## src/verilog/cpw_pkg.sv

```systemverilog
`default_nettype none
package cpw_pkg;
    localparam logic [9:0] CPW_IDX_DUTY_LO = 10'h028;
    localparam logic [9:0] CPW_IDX_DUTY_HI = 10'h029;
    localparam logic [11:0] CPW_ADDR_DUTY_LO = {CPW_IDX_DUTY_LO, 2'h0};
    localparam logic [11:0] CPW_ADDR_DUTY_HI = {CPW_IDX_DUTY_HI, 2'h0};
    localparam logic [11:0] CPW_ADDR_MODE = 12'h100;
    localparam logic [11:0] CPW_ADDR_CTRL = 12'h104;
    localparam logic [11:0] CPW_ADDR_STATUS = 12'h108;
    localparam logic [7:0] CPW_DUTY_LO_RST = 8'hFF;
    localparam logic [7:0] CPW_DUTY_HI_RST = 8'hFF;
    localparam logic [7:0] CPW_MODE_RST = 8'h00;
    localparam int CPW_MODE_LEVEL_BIT = 0;
    localparam int CPW_MODE_DBUF_BIT = 1;
    localparam int CPW_MODE_FIELD_LSB = 2;
    localparam logic [1:0] CPW_MODE_PWM = 2'h2;
    localparam int CPW_MODE_EXTCLK_BIT = 4;
    localparam int CPW_CTRL_LOWER_RUN_BIT = 1;
    localparam int CPW_CTRL_UPPER_RUN_BIT = 2;
    localparam int CPW_CTRL_CASCADE_BIT = 0;
    localparam logic [7:0] CPW_COUNT_RST = 8'h00;
    localparam logic [3:0] CPW_CYCLE_RST = 4'h0;
    localparam logic [3:0] CPW_CYCLE_LAST = 4'hF;
endpackage : cpw_pkg
`default_nettype wire

```

## src/verilog/cpw_pwm12.sv

```systemverilog
// Contract
// [RL1] high nibble spare bits store and read back
// [RL2] duty value from high and low nibbles
// [RL3] select bits map to fixed frame cycles
// [RL4] select bits add up stretched cycles
// [RL5] stopped output shows initial level
// [RL6] duty match inverts output while running
// [RL7] selected cycle inverts one count later
// [RL8] zero selector stretches nothing
// [RL9] overflow clears counter, restores level
// [RL10] overflow pulse each cycle, frame every 16th
// [RL11] clearing run stops, clears, restores level
// [RL12] external clock at most half rate, wide phases
// [RL13] buffer enable picks buffered or direct
// [RL14] buffered writes load at frame overflow
// [RL15] reads return last written buffered value
// [RL16] stopped write loads active value immediately
// [RL17] unbuffered running write takes effect at once
// [RL18] low written first, commit on high write
// [RL19] pwm mode needs cascade and field 10
// [RL20] mode writes ignored while running
// [RL21] cycle index advances per overflow, wraps 16
`default_nettype none
module cpw_pwm12
    import cpw_pkg::*;
(
    input wire logic clk_i,
    input wire logic rst_b_i,
    input wire logic ce_i,
    input wire logic psel_i,
    input wire logic penable_i,
    input wire logic pwrite_i,
    input wire logic [11:0] paddr_i,
    input wire logic [31:0] pwdata_i,
    output logic [31:0] prdata_o,
    output logic pready_o,
    output logic pslverr_o,
    input wire logic src_tick_i,
    input wire logic external_count_pin_i,
    output logic pwm_output_n_o,
    output logic overflow_irq_o,
    output logic frame_irq_o
);
    logic [7:0] duty_low_register_ff;
    logic [7:0] duty_high_register_ff;
    logic [7:0] pend_lo_ff;
    logic [7:0] active_duty_word_ff;
    logic [3:0] active_pad_ff;
    logic [7:0] upper_mode_register_ff;
    logic [2:0] cascade_control_register_ff;
    logic [7:0] count_ff;
    logic [3:0] cycle_ff;
    logic ext_s1_ff;
    logic ext_s2_ff;
    logic ext_s3_ff;
    logic out_ff;
    logic ovf_ff;
    logic frm_ff;

    // bus decode
    logic setup;
    logic wr_acc;
    logic duty_lo_sel;
    logic duty_hi_sel;
    logic mode_sel;
    logic ctrl_sel;
    logic mode_unlocked;

    // counting and matching
    logic running;
    logic pwm_mode;
    logic ext_fall;
    logic tick;
    logic stretch;
    logic [7:0] duty_value;
    logic [8:0] match_val;
    logic [8:0] count_up;
    logic overflow;
    logic frame_end;
    logic duty_hit;

    // duty commit
    logic duty_commit;
    logic frame_load;
    logic [7:0] commit_duty;
    logic [3:0] commit_pad;

    // next values
    logic [7:0] nxt_count;
    logic [3:0] nxt_cycle;
    logic nxt_out;
    logic nxt_ovf;
    logic nxt_frm;
    logic [31:0] nxt_prdata;
    logic nxt_pslverr;
    logic [31:0] status_word;

    // cycle n of the frame is index plus one
    function automatic logic cycle_sel(input logic [3:0] sel, input logic [3:0] idx);
        logic [4:0] n;
        n = {1'b0, idx} + 5'h01;
        cycle_sel = (sel[0] && n == 5'h09) ||
                    (sel[1] && n[2:0] == 3'h5) ||
                    (sel[2] && n[1:0] == 2'h3) ||
                    (sel[3] && n[0] == 1'b0);
    endfunction : cycle_sel

    // duty value from the high and low register bytes
    function automatic logic [7:0] duty_of(input logic [7:0] hi, input logic [7:0] lo);
        duty_of = {hi[3:0], lo[7:4]}; // [RL2]
    endfunction : duty_of

    // extra-pulse selector from the low register byte
    function automatic logic [3:0] pad_of(input logic [7:0] lo);
        pad_of = lo[3:0];
    endfunction : pad_of

    // register address hit
    function automatic logic addr_hit(input logic [11:0] a, input logic [11:0] reg_addr);
        addr_hit = (a == reg_addr);
    endfunction : addr_hit

    // bus decode
    assign setup = psel_i && !penable_i && ce_i;
    assign wr_acc = psel_i && penable_i && pwrite_i && ce_i;
    assign duty_lo_sel = addr_hit(paddr_i, CPW_ADDR_DUTY_LO);
    assign duty_hi_sel = addr_hit(paddr_i, CPW_ADDR_DUTY_HI);
    assign mode_sel = addr_hit(paddr_i, CPW_ADDR_MODE);
    assign ctrl_sel = addr_hit(paddr_i, CPW_ADDR_CTRL);
    assign mode_unlocked = !cascade_control_register_ff[CPW_CTRL_UPPER_RUN_BIT] &&
        !cascade_control_register_ff[CPW_CTRL_LOWER_RUN_BIT]; // [RL20]

    // run state and count source
    assign pwm_mode = cascade_control_register_ff[CPW_CTRL_CASCADE_BIT] &&
        upper_mode_register_ff[CPW_MODE_FIELD_LSB +: 2] == CPW_MODE_PWM; // [RL19]
    assign running = cascade_control_register_ff[CPW_CTRL_UPPER_RUN_BIT] && pwm_mode;
    assign ext_fall = ext_s3_ff && !ext_s2_ff;
    assign tick = upper_mode_register_ff[CPW_MODE_EXTCLK_BIT] ? ext_fall : src_tick_i;

    // compare point, one count later in a stretched cycle
    assign stretch = cycle_sel(active_pad_ff, cycle_ff); // [RL3] [RL4] [RL8] [RL21]
    assign duty_value = active_duty_word_ff; // [RL2]
    assign match_val = {1'b0, duty_value} + {8'h00, stretch}; // [RL7]
    assign count_up = {1'b0, count_ff} + 9'h001;
    assign overflow = ce_i && running && tick && count_ff == 8'hFF; // [RL9]
    assign frame_end = overflow && cycle_ff == CPW_CYCLE_LAST; // [RL10]
    // match as the counter steps onto the compare point, or already sits on it
    assign duty_hit = (tick && count_up == match_val) ||
        ({1'b0, count_ff} == match_val); // [RL6] [RL17]

    // duty commit on the high byte write
    assign duty_commit = wr_acc && duty_hi_sel; // [RL18]
    assign frame_load = frame_end && upper_mode_register_ff[CPW_MODE_DBUF_BIT] &&
        !duty_commit; // [RL14]
    assign commit_duty = duty_of(pwdata_i[7:0], pend_lo_ff); // [RL2]
    assign commit_pad = pad_of(pend_lo_ff);
    assign status_word = {19'h0, out_ff, cycle_ff, count_ff};

    // external count pin synchroniser, falling edge detect after second stage
    always_ff @(posedge clk_i or negedge rst_b_i) begin
        if (!rst_b_i) begin
            ext_s1_ff <= 1'b0;
            ext_s2_ff <= 1'b0;
            ext_s3_ff <= 1'b0;
        end else if (ce_i) begin
            ext_s1_ff <= external_count_pin_i; // [RL12]
            ext_s2_ff <= ext_s1_ff;
            ext_s3_ff <= ext_s2_ff;
        end
    end

    // mode register, locked while either run bit is set
    always_ff @(posedge clk_i or negedge rst_b_i) begin
        if (!rst_b_i) begin
            upper_mode_register_ff <= CPW_MODE_RST;
        end else if (wr_acc && mode_sel && mode_unlocked) begin
            upper_mode_register_ff <= pwdata_i[7:0]; // [RL20]
        end
    end

    // control register
    always_ff @(posedge clk_i or negedge rst_b_i) begin
        if (!rst_b_i) begin
            cascade_control_register_ff <= 3'h0;
        end else if (wr_acc && ctrl_sel) begin
            cascade_control_register_ff <= pwdata_i[2:0];
        end
    end

    // low byte waits here until the high byte commits it
    always_ff @(posedge clk_i or negedge rst_b_i) begin
        if (!rst_b_i) begin
            pend_lo_ff <= CPW_DUTY_LO_RST;
        end else if (wr_acc && duty_lo_sel) begin
            pend_lo_ff <= pwdata_i[7:0]; // [RL18]
        end
    end

    // committed bytes, spare high bits kept for read back
    always_ff @(posedge clk_i or negedge rst_b_i) begin
        if (!rst_b_i) begin
            duty_low_register_ff <= CPW_DUTY_LO_RST;
            duty_high_register_ff <= CPW_DUTY_HI_RST;
        end else if (duty_commit) begin
            duty_low_register_ff <= pend_lo_ff; // [RL15] [RL18]
            duty_high_register_ff <= pwdata_i[7:0]; // [RL1]
        end
    end

    // active compare word: direct, while stopped, or at the frame end
    always_ff @(posedge clk_i or negedge rst_b_i) begin
        if (!rst_b_i) begin
            active_duty_word_ff <= {CPW_DUTY_HI_RST[3:0], CPW_DUTY_LO_RST[7:4]};
            active_pad_ff <= CPW_DUTY_LO_RST[3:0];
        end else if (duty_commit &&
                     (!upper_mode_register_ff[CPW_MODE_DBUF_BIT] || !running)) begin
            active_duty_word_ff <= commit_duty; // [RL13] [RL16] [RL17]
            active_pad_ff <= commit_pad;
        end else if (frame_load) begin
            active_duty_word_ff <= duty_of(duty_high_register_ff,
                                           duty_low_register_ff); // [RL14]
            active_pad_ff <= pad_of(duty_low_register_ff);
        end
    end

    // next count: cleared while stopped and at overflow
    always_comb begin
        nxt_count = count_ff;
        if (!running || overflow) begin
            nxt_count = CPW_COUNT_RST; // [RL9] [RL11]
        end else if (tick) begin
            nxt_count = count_up[7:0];
        end
    end

    // next cycle index: restarts with the timer, wraps after 16
    always_comb begin
        nxt_cycle = cycle_ff;
        if (!running) begin
            nxt_cycle = CPW_CYCLE_RST;
        end else if (overflow) begin
            nxt_cycle = cycle_ff + 4'h1; // [RL21]
        end
    end

    // next level: initial level while stopped and at overflow, inverted at the match
    always_comb begin
        nxt_out = out_ff;
        if (!running) begin
            nxt_out = upper_mode_register_ff[CPW_MODE_LEVEL_BIT]; // [RL5] [RL11]
        end else if (overflow) begin
            nxt_out = upper_mode_register_ff[CPW_MODE_LEVEL_BIT]; // [RL9]
        end else if (duty_hit && out_ff == upper_mode_register_ff[CPW_MODE_LEVEL_BIT]) begin
            nxt_out = !upper_mode_register_ff[CPW_MODE_LEVEL_BIT]; // [RL6]
        end
    end

    // counter
    always_ff @(posedge clk_i or negedge rst_b_i) begin
        if (!rst_b_i) begin
            count_ff <= CPW_COUNT_RST;
        end else if (ce_i) begin
            count_ff <= nxt_count;
        end
    end

    // cycle index
    always_ff @(posedge clk_i or negedge rst_b_i) begin
        if (!rst_b_i) begin
            cycle_ff <= CPW_CYCLE_RST;
        end else if (ce_i) begin
            cycle_ff <= nxt_cycle;
        end
    end

    // output level
    always_ff @(posedge clk_i or negedge rst_b_i) begin
        if (!rst_b_i) begin
            out_ff <= 1'b0;
        end else if (ce_i) begin
            out_ff <= nxt_out;
        end
    end

    // interrupt pulses: every overflow, and every 16th as frame
    always_comb begin
        nxt_ovf = overflow; // [RL10]
        nxt_frm = frame_end; // [RL10] [RL14]
    end

    // interrupt pulse flops
    always_ff @(posedge clk_i or negedge rst_b_i) begin
        if (!rst_b_i) begin
            ovf_ff <= 1'b0;
            frm_ff <= 1'b0;
        end else if (ce_i) begin
            ovf_ff <= nxt_ovf;
            frm_ff <= nxt_frm;
        end
    end

    // read data and error for the addressed register
    always_comb begin
        nxt_prdata = 32'h0000_0000;
        nxt_pslverr = 1'b0;
        case (paddr_i)
            CPW_ADDR_DUTY_LO: begin
                nxt_prdata = {24'h00_0000, duty_low_register_ff}; // [RL15]
            end
            CPW_ADDR_DUTY_HI: begin
                nxt_prdata = {24'h00_0000, duty_high_register_ff}; // [RL1] [RL15]
            end
            CPW_ADDR_MODE: begin
                nxt_prdata = {24'h00_0000, upper_mode_register_ff};
            end
            CPW_ADDR_CTRL: begin
                nxt_prdata = {29'h0, cascade_control_register_ff};
            end
            CPW_ADDR_STATUS: begin
                nxt_prdata = status_word;
            end
            default: begin
                nxt_pslverr = 1'b1;
            end
        endcase
    end

    // bus answer: one wait-free access phase after each setup
    always_ff @(posedge clk_i or negedge rst_b_i) begin
        if (!rst_b_i) begin
            prdata_o <= 32'h0000_0000;
            pready_o <= 1'b0;
            pslverr_o <= 1'b0;
        end else if (ce_i) begin
            pready_o <= setup;
            pslverr_o <= setup && nxt_pslverr;
            if (setup) begin
                prdata_o <= nxt_prdata;
            end
        end
    end

    assign pwm_output_n_o = out_ff;
    assign overflow_irq_o = ovf_ff;
    assign frame_irq_o = frm_ff;
endmodule : cpw_pwm12
`default_nettype wire

```

## config.mk

```make
export PLATFORM = sky130hd
export DESIGN_NAME = cpw_pwm12
export DESIGN_NICKNAME = d
export VERILOG_FILES = /design/src/verilog/cpw_pkg.sv /design/src/verilog/cpw_pwm12.sv
export SDC_FILE = /design/constraint.sdc
export NUM_CORES = 1
export LEC_CHECK = 0
export BUFFER_PORTS_ARGS = -buffer_cell sky130_fd_sc_hd__buf_4
export CORE_ASPECT_RATIO = 0.5
export CORE_MARGIN = 2
export CORE_UTILIZATION = 25
export CTS_CLUSTER_DIAMETER = 60
export DETAILED_ROUTE_END_ITERATION = 16
export GPL_TIMING_DRIVEN = 1
export PLACE_DENSITY_LB_ADDON = 0.3
export SYNTH_ARGS = -nofsm -noshare
export SYNTH_HDL_FRONTEND = slang
export SYNTH_SLANG_ARGS = --single-unit
```

## constraint.sdc

```tcl
create_clock -name clk_i -period 4.1 [get_ports clk_i]
set_input_delay 0.205 -clock clk_i [delete_from_list [all_inputs] [get_ports clk_i]]
set_output_delay 0.205 -clock clk_i [all_outputs]
set_load 0.05 [all_outputs]
```

==> results of run 1 <==
==> worst max-delay path, delay by kind of cell (launching register included) <==
kind	cells	cell delay [ps]
and+or+nand+nor	3	460
AOI/OAI and AO/OA	6	1170
xor gates and xnor gates	2	520
adders and majority gates	2	450
buffers and inverters	1	90
DFF	1	460
==> final timing paths <==
check                                             to  cells after the start                  from
max                                   pwm_output_n_o                     14           cycle_ff[2]
min                        upper_mode_register_ff[6]                      1               rst_b_i
max reg2reg                           pwm_output_n_o                     14           cycle_ff[2]
min reg2reg                         active_pad_ff[2]                      2      active_pad_ff[2]
max in group asynchronous                prdata_o[9]                      1               rst_b_i
min in group clk_i                         ext_s1_ff                      2  external_count_pin_i
==> flip-flops by register name, indices dropped and copies added, names as in the netlist, 3 cells and up <==
register,count
active_pad_ff,4
cascade_control_register_ff,3
pend_lo_ff,8
active_duty_word_ff,8
upper_mode_register_ff,8
prdata_o,13
count_ff,8
cycle_ff,4
duty_high_register_ff,8
duty_low_register_ff,8
==> kinds of logic after synthesis <==
logic type / count (synthesis)
buffers and inverters: 45
XOR/XNOR: 13
AO/OA/AOI/OAI: 97
other: 1
flip-flops: 80
multiplexers: 47
adder cells (fa/ha/maj): 6
AND/OR/NAND/NOR: 143
==> cell usage after synthesis, types with 3 or more instances <==
cell type	number
a21oi_1	14
a222oi_1	4
a22o_1	6
a22oi_1	12
and3_1	8
and4_1	4
buf_2	4
buf_4	20
clkbuf_1	15
dfrtp_1	44
dfstp_2	36
ha_1	6
inv_1	6
mux2_2	40
mux2i_1	7
nand2_1	42
nand2b_1	3
nand3_1	17
nand4_1	5
nor2_1	23
nor2b_1	3
nor3_1	11
o211ai_1	4
o21ai_0	34
o22ai_1	6
or3_1	5
xnor2_1	8
==> stage by stage <==
step / hold slack [ps] / setup WS, ps / cells
2_1_floorplan: -90.6 / 1180 / 450
3_3_place_gp: 444 / 817 / 692
3_5_place_dp: 448 / 818 / 692
4_1_cts: 87.1 / 806 / 708
5_1_grt: 90.5 / 492 / 708
6_report: 29.2 / 840 / 708
==> power by group <==
part	internal [mW]	switching (mW)	total (mW)
Clock	0.448	0.326	0.774
Combinational	0.0370	0.106	0.143
Sequential	0.802	0.00616	0.808
==> metal layers <==
metal / routed length [microns] / vias up / track usage (%)
met3: 651 / 14 / 2.54
met5: 0 / - / 0
li1: - / 1631 / -
met1: 5720 / 1715 / 18.0
met4: 195 / 0 / 4.02
met2: 5380 / 94 / 20.0
==> final cells by class <==
type / instances / area, sq um
well taps: 234 / 293
clock inverters: 4 / 25.0
flip-flops and latches: 80 / 2050
repair buffers: 47 / 353
inverters: 6 / 22.5
multi-input cells: 325 / 2300
fillers: 1828 / 12300
clock buffers: 12 / 258
==> results.py, run 1 <==
metrics = {
    "power": {
        "cellPowerDensity_nw_per_um2": 325,
        "total_power_mw": 1.72,
        "irDropWorstVdd_v": 0.000177,
        "leakage_nw": 2.25,
    },
    "floorplanning": {
        "io_pins": 89,
        "initial_core_util_pct": 25.8,
        "core-area_sq_um": 17600,
        "num_rows": 34,
        "die_w_microns": 194,
        "die_area_sq_um": 19300,
        "die_h_microns": 99.2,
    },
    "timing": {
        "max_freq_ghz": 0.307,
        "relSlewSlack_pct": 31.0,
        "rsz0062_at_grt": "false",
        "drv_slew": 0,
        "setup_viol": 0,
        "tns_ps": 0,
        "hold_viol_final": 0,
        "clock_skew_ps": 3.80,
        "tightest_slew_ps": 1040,
        "fin_crit_sh_pct": 79.5,
        "timing.final.crit_period_ps": 3260,
    },
    "worst_hold_path": {
        "hp-class": "in2async",
    },
    "drt": {
        "dr.first_iter.drc_count": 221,
        "dr.pass1.iters": 11,
        "viasPerCell": 4.88,
        "drc_errors": 4,
        "wirelength_microns": 11900,
        "vias": 3454,
        "detail-route-antenna-nets": 0,
        "wl_per_cell_microns": 16.9,
    },
    "cells_and_area": {
        "final_common_cell": "buf_4",
        "areaGrowthSynthToFinish_pct": 17.1,
        "layout_common_cells": "47 x buf_4, 44 x dfrtp_1, 42 x nand2_1",
        "n_antenna_cell": 0,
        "drive_above_1_share_pct": 32.1,
        "nNetsFinal": 527,
        "fin_util_pct": 30.2,
        "final_cell_area_sq_um": 5300,
    },
    "outcome": {
        "violations": "design-rule violations",
        "status": "finished with violations",
    },
    "synthesis": {
        "ys_warn_count": 0,
        "syn-cell-area_sq_um": 4530,
        "syn_avg_cell_area_sq_um": 10.5,
        "synth-seq-cells": 80,
        "synthTopCellsByArea": "dfrtp_1 24%, dfstp_2 21%, mux2_2 10%",
        "yosys_most_used_dff": "dfrtp_1",
        "yosysSeqAreaShare_pct": 45.2,
        "synth_top_cell_by_area": "dfrtp_1",
        "ys_types": 62,
        "synth-async-reset-ratio_pct": 100,
        "synth_top_family_by_area": "simple AND/OR/NAND/NOR gates",
        "netlist.area_leader.share_pct": 24.3,
        "synthMuxAreaShare_pct": 11.5,
        "synthSimpleGateAreaFrac_pct": 18.3,
        "synth_compound_area_share_pct": 14.3,
        "syn_inst": 432,
        "synth-edff-count": 0,
        "synth_adder_area_share_pct": 1.66,
        "synth_xor_xnor_area_share_pct": 3.48,
    },
    "cts": {
        "ctsLongestPathBuffers": 2,
        "numCtsBuffers": 9,
        "cts_tree": "yes",
        "clkSinkCount": 80,
        "clkTransAtPathRegs_ps": 60,
        "post_cts_buffers": 0,
        "htree_levels": 3,
        "ctsResizeCount": 0,
        "root_buffer": "clkbuf_16",
        "ctsHoldBuffers": 0,
        "insertion_delay_ps": 340,
    },
    "global_routing": {
        "grt_max_degree": 81,
        "gr-total-overflow": 0,
        "grt_pass1_wl_microns": 18900,
        "grt_pass1_vias": 3305,
        "grt_use_total_pct": 12.8,
        "antenna_found_initial": 0,
    },
    "critical_path": {
        "slowest_stage": "dfrtp_1",
        "critical_path.max_fanout": 8,
        "path_cells": "nand3_1 -> nor3b_1 -> o21ai_0 -> o21ai_0 -> a222oi_1 -> inv_1 -> ha_1 -> ha_1 -> xnor3_1 -> xnor2_1 -> nor3_1 -> o211ai_1 -> o311ai_0 -> o21ai_1",
        "cp-start-kind": "flip-flop",
        "crit_path_end_kind": "flip-flop",
        "cp.required_ps": 4310,
        "worstPathArrival_ps": 3470,
        "setup.worst_path.class": "reg2reg",
        "slowest_delay_ps": 460,
        "r2r_slack_ps": 840,
    },
    "run": {
        "drv_cap": 0,
    },
    "placed_design": {
        "gp_congestion": 0.823,
        "dpl-instance-area_sq_um": 5020,
        "portBuffers": 45,
        "hpwlAfterDp_microns": 8600,
    },
}
Note: power is estimated with default switching activity, not from simulation.
==> run 2: changes to the inputs <==
==> constraint.sdc (replaced) <==
create_clock -name clk_i -period 3.2 [get_ports clk_i]
set_input_delay 0.16 -clock clk_i [delete_from_list [all_inputs] [get_ports clk_i]]
set_output_delay 0.16 -clock clk_i [all_outputs]
set_load 0.05 [all_outputs]
==> run 2 against run 1 <==
First-iteration DRC count decreased by 14%. Register-to-register slack got worse by 560 ps. Fmax increased by 12%. Sequential share of layout area decreased by 0.86 points. The run still ends with design-rule violations left. Wire length increased by 1.3%. Sequential power increased by 29%. Highest routed layer unchanged. Clock-buffer cell count increased by 2. Critical path depth unchanged. Die area unchanged. Largest cell class unchanged. Power increased by 33%.
==> results.py, run 2 (synthesized netlist as in run 1, its figures left out) <==
metrics = {
    "floorplanning": {
        "die_area_sq_um": 19300,
        "num_rows": 34,
        "io_pins": 89,
        "core-area_sq_um": 17600,
        "initial_core_util_pct": 25.8,
        "die_w_microns": 194,
        "die_h_microns": 99.2,
    },
    "global_routing": {
        "grt_max_degree": 68,
        "gr-total-overflow": 0,
        "grt_use_total_pct": 13.0,
        "grt_pass1_wl_microns": 19200,
        "antenna_found_initial": 0,
        "grt_pass1_vias": 3393,
    },
    "drt": {
        "drc_errors": 4,
        "detail-route-antenna-nets": 0,
        "wl_per_cell_microns": 16.8,
        "vias": 3461,
        "dr.pass1.iters": 13,
        "dr.first_iter.drc_count": 189,
        "viasPerCell": 4.82,
        "wirelength_microns": 12100,
    },
    "timing": {
        "max_freq_ghz": 0.343,
        "clock_skew_ps": 5.76,
        "fin_crit_sh_pct": 91.1,
        "setup_slack_ps": 283,
        "timing.final.crit_period_ps": 2920,
        "drv_slew": 0,
        "relSlewSlack_pct": 39.0,
        "setup_viol": 0,
        "hold_viol_final": 0,
        "rsz0062_at_grt": "false",
        "tightest_slew_ps": 910,
        "tns_ps": 0,
    },
    "critical_path": {
        "setup.worst_path.class": "reg2reg",
        "worstPathArrival_ps": 3130,
        "ff2ff_path_depth": 14,
        "crit_path_end_kind": "flip-flop",
        "critical_path.max_fanout": 4,
        "cp.required_ps": 3410,
        "cp-start-kind": "flip-flop",
    },
    "outcome": {
        "status": "finished with violations",
        "violations": "design-rule violations",
    },
    "cts": {
        "root_buffer": "clkbuf_16",
        "clkTransAtPathRegs_ps": 60,
        "numCtsBuffers": 9,
        "insertion_delay_ps": 330,
        "ctsLongestPathBuffers": 2,
        "htree_levels": 3,
        "post_cts_buffers": 0,
        "clkSinkCount": 80,
        "cts_tree": "yes",
    },
    "power": {
        "irDropWorstVdd_v": 0.000224,
        "cellPowerDensity_nw_per_um2": 423,
        "leakage_nw": 2.32,
        "total_power_mw": 2.30,
    },
    "cells_and_area": {
        "fillers": 1833,
        "layout_common_cells": "56 x buf_4, 42 x nand2_1, 42 x dfrtp_1",
        "seq_area_sq_um": 2050,
        "nNetsFinal": 537,
        "largest_reg_flops": 13,
        "final_cell_area_sq_um": 5430,
        "top_register": "prdata_o",
        "drive_above_1_share_pct": 34.5,
        "n_antenna_cell": 0,
        "final_common_cell": "buf_4",
        "final_cell_count_no_fill": 718,
        "multi_input_comb_area_sq_um": 2310,
        "areaGrowthSynthToFinish_pct": 20.0,
    },
    "placed_design": {
        "preCtsSetupSlack_ps": 58.6,
        "hpwlAfterDp_microns": 8810,
        "gp_congestion": 0.897,
        "dpl-instance-area_sq_um": 5090,
        "dpl.cell_count": 701,
        "portBuffers": 45,
    },
    "worst_hold_path": {
        "hp-class": "in2reg",
        "holdPathStages": 2,
    },
    "run": {
        "drv_cap": 0,
    },
}
[run 2: cell count changes in the layout (fill, tap and decap cells not counted), sizes merged]
cell / delta
buf: +9
dlygate4sd3: +1
clkbuf: +2
clkinv: -2
[run 2: area by class of cell]
cell class	instances	area share, %
clock buffer	14	5.62
clock inverter	2	0.276
inverter	6	0.415
multi-input combinational	325	42.6
sequential	80	37.7
tap	234	5.39
timing repair buffer	57	7.93
[run 2: worst max-delay path: stages (launching register included)]
cell and delay, ps:
dfstp_2 570, nor3b_1 190, o21ai_0 90, o21ai_1 100, a222oi_1 110, inv_1 80, ha_1 160, ha_1 180
buf_4 120, nand2_1 80, or3_1 390, a22oi_1 210, o211ai_1 170, o311ai_1 250, o21ai_1 90
[run 2: metal layers]
layer	part of all wire (%)	routed length, microns	GRT usage [%]
met5	0	0	0
met3	3.7	453	2.37
met4	1.1	129	3.96
met1	48	5840	18.1
met2	47	5670	20.6
[run 2: final timing paths]
kind	start	end	slack (ps)
hold reg to reg	active_pad_ff[2]	active_pad_ff[2]	470
min in group asynchronous	rst_b_i	upper_mode_register_ff[5]	490
hold / removal	external_count_pin_i	ext_s1_ff	60
setup reg to reg	active_pad_ff[0]	pwm_output_n_o	280
setup / recovery	active_pad_ff[0]	pwm_output_n_o	280
max in group asynchronous	rst_b_i	duty_low_register_ff[6]	1950
[run 2: through the flow]
step,utilization (%),hold WS (ps)
6_report,30.9,59.7
5_1_grt,30.9,65.2
4_1_cts,30.8,45.1
3_5_place_dp,29.0,335
3_3_place_gp,29.0,335
2_1_floorplan,-,-136
[run 2: what timing repair did]
action / CTS / global route
setup endpoints to repair: 0 / 1
hold buffers: 1 / 0
gates resized for setup: 0 / 6
hold endpoints to repair: 44 / 0
[run 2: power breakdown]
group	switching, mW	leakage (nW)	internal (mW)
clock network	0.414	0.161	0.662
logic	0.136	1.19	0.0491
registers	0.00832	0.971	1.03
==> run 3: changes to the inputs <==
--- a/config.mk
+++ b/config.mk
@@ -5,6 +5,7 @@
 export SDC_FILE = /design/constraint.sdc
 export NUM_CORES = 1
 export LEC_CHECK = 0
+export ABC_AREA = 1
 export BUFFER_PORTS_ARGS = -buffer_cell sky130_fd_sc_hd__buf_4
 export CORE_ASPECT_RATIO = 0.5
 export CORE_MARGIN = 2
==> run 3 against run 2 <==
Synthesized area increased by 1.3%. Worst hold slack got worse by 48 ps. The run now ends clean. Wire length increased by 3.1%.
==> results.py, run 3 <==
metrics = {
    "timing": {
        "tns_ps": 0,
        "timing.final.crit_period_ps": 2820,
        "hold_viol_final": 0,
        "setup_slack_ps": 376,
        "rsz0062_at_grt": "false",
        "max_freq_ghz": 0.354,
        "relSlewSlack_pct": 30.6,
        "setup_viol": 0,
        "tightest_slew_ps": 1040,
        "fin_crit_sh_pct": 88.2,
        "drv_slew": 0,
        "clock_skew_ps": 9.21,
        "timing.hold.ws_ps": 12.0,
    },
    "critical_path": {
        "r2r_slack_ps": 380,
        "crit_path_end_kind": "flip-flop",
        "ff2ff_path_depth": 21,
        "path_cells": "ha_1 -> xor2_1 -> nor2_1 -> nand4_1 -> nand4_1 -> ha_1 -> ha_1 -> nand2_1 -> inv_1 -> nand2_1 -> inv_1 -> nor2_1 -> nand2_1 -> nand2_1 -> nor2_1 -> nand3_1 -> nand2_1 -> nand2_1 -> nand2_1 -> nand2_1 -> nand2_1",
        "slowest_delay_ps": 420,
        "slowest_stage": "dfrtp_1",
        "cp-start-kind": "flip-flop",
        "cp.required_ps": 3430,
        "setup.worst_path.class": "reg2reg",
        "critical_path.max_fanout": 6,
        "rr_startpoint": "cycle_ff[1]",
        "crit-reg2reg-capture": "pwm_output_n_o",
        "worstPathArrival_ps": 3060,
        "worst_path_most_repeated_cell": "nand2_1",
    },
    "run": {
        "drv_cap": 0,
    },
    "cells_and_area": {
        "top_register": "prdata_o",
        "layout_common_cells": "201 x nand2_1, 62 x inv_1, 57 x o21ai_0",
        "multi_input_comb_area_sq_um": 2140,
        "seq_area_sq_um": 2050,
        "final_common_cell": "nand2_1",
        "final_cell_area_sq_um": 5390,
        "final_cell_count_no_fill": 896,
        "areaGrowthSynthToFinish_pct": 17.5,
        "fillers": 1907,
        "n_antenna_cell": 0,
        "largest_reg_flops": 13,
        "drive_above_1_share_pct": 18.0,
        "fin_util_pct": 30.5,
        "nNetsFinal": 715,
    },
    "synthesis": {
        "netlist.area_leader.share_pct": 24.0,
        "syn-cell-area_sq_um": 4590,
        "syn_avg_cell_area_sq_um": 7.52,
        "yosys-top-cells-count": "201 x nand2_1, 62 x inv_1, 57 x o21ai_0",
        "synth-async-reset-ratio_pct": 100,
        "synth_top_cell_by_area": "dfrtp_1",
        "synth-seq-cells": 80,
        "ys_warn_count": 0,
        "yosys_most_used_dff": "dfrtp_1",
        "yosysSeqAreaShare_pct": 44.6,
        "synthMostInstantiatedCell": "nand2_1",
        "ys_types": 41,
        "syn_inst": 610,
        "synthTopCellsByArea": "dfrtp_1 24%, dfstp_2 21%, nand2_1 16%",
        "synth-edff-count": 0,
    },
    "global_routing": {
        "grt_max_degree": 81,
        "grt_pass1_wl_microns": 20500,
        "antenna_found_initial": 0,
        "grt_pass1_vias": 3852,
        "grt_use_total_pct": 13.4,
        "gr-total-overflow": 0,
    },
    "drt": {
        "vias": 3988,
        "wirelength_microns": 12500,
        "viasPerCell": 4.45,
        "dr.first_iter.drc_count": 251,
        "dr.pass1.iters": 5,
        "detail-route-antenna-nets": 0,
        "wl_per_cell_microns": 13.9,
        "drc_errors": 0,
    },
    "cts": {
        "numCtsBuffers": 9,
        "post_cts_buffers": 0,
        "clkTransAtPathRegs_ps": 60,
        "htree_levels": 3,
        "ctsLongestPathBuffers": 2,
        "ctsHoldBuffers": 0,
        "root_buffer": "clkbuf_16",
        "ctsResizeCount": 0,
        "insertion_delay_ps": 340,
        "cts_tree": "yes",
        "clkSinkCount": 80,
    },
    "power": {
        "irDropWorstVdd_v": 0.000227,
        "cellPowerDensity_nw_per_um2": 415,
        "total_power_mw": 2.24,
        "leakage_nw": 2.52,
    },
    "floorplanning": {
        "die_area_sq_um": 19500,
        "io_pins": 89,
        "num_rows": 34,
        "core-area_sq_um": 17700,
        "die_h_microns": 99.8,
        "initial_core_util_pct": 26.0,
        "die_w_microns": 196,
    },
    "placed_design": {
        "gp_congestion": 0.871,
        "hpwlAfterDp_microns": 9430,
        "portBuffers": 45,
        "dpl-instance-area_sq_um": 5100,
        "dpl.cell_count": 880,
        "preCtsSetupSlack_ps": 367,
    },
    "outcome": {
        "status": "finished clean",
    },
    "worst_hold_path": {
        "hp-class": "in2async",
    },
}
-- run 3: cell count changes after synthesis, moves of 13 or more --
cell and change:
o21ai_0 +23, nor2_1 +31, inv_1 +56, mux2_2 -40
nand2_1 +159, a21oi_1 -13, nand3_1 +28
-- run 3: per-layer routing --
metal | up-vias | share of wire (%) | global-route usage [%]
met4 | 0 | 1.6 | 4.70
met3 | 13 | 2.9 | 2.25
met5 | - | 0 | 0
met1 | 1876 | 50 | 18.1
li1 | 2027 | - | -
met2 | 72 | 45 | 22.0
-- run 3: cells by family after synthesis --
kind of cell,share of synthesized area [%]
compound gates,10.9
flops,44.6
fa+ha+maj,1.64
buf+inv,10.2
other cells,0.0818
xor+xnor,1.34
simple gates,31.3
-- run 3: power breakdown --
group | internal (mW) | switching (mW) | total, mW
combinational | 0.0449 | 0.143 | 0.188
sequential | 1.03 | 0.00717 | 1.03
clock | 0.594 | 0.422 | 1.02
total | 1.67 | 0.573 | 2.24
-- run 3: area by class of cell --
type	instances	share of cell area, %
Timing Repair Buffer	49	6.82
Inverter	66	4.62
Sequential cell	80	38.0
Multi-Input combinational cell	451	39.7
Tap cell	234	5.43
Clock buffer	13	5.01
Clock inverter	3	0.464
-- run 3: how the worst max path moves through the flow --
stage	startpoint	end	slack [ps]	cells after the start
floorplan	cycle_ff[0]	pwm_output_n_o	730	21
global placement	cycle_ff[0]	pwm_output_n_o	410	21
detailed placement	cycle_ff[0]	pwm_output_n_o	370	21
CTS	cycle_ff[1]	pwm_output_n_o	350	21
global route	cycle_ff[0]	pwm_output_n_o	40	19
finish	cycle_ff[1]	pwm_output_n_o	380	21
-- run 3: critical path: cells and delay by family (launching register included) --
kind / cells / cell delay (ps)
xor gates and xnor gates: 1 / 260
adders and majority gates: 3 / 750
buffers and inverters: 2 / 130
DFF: 1 / 420
and+or+nand+nor: 15 / 1160
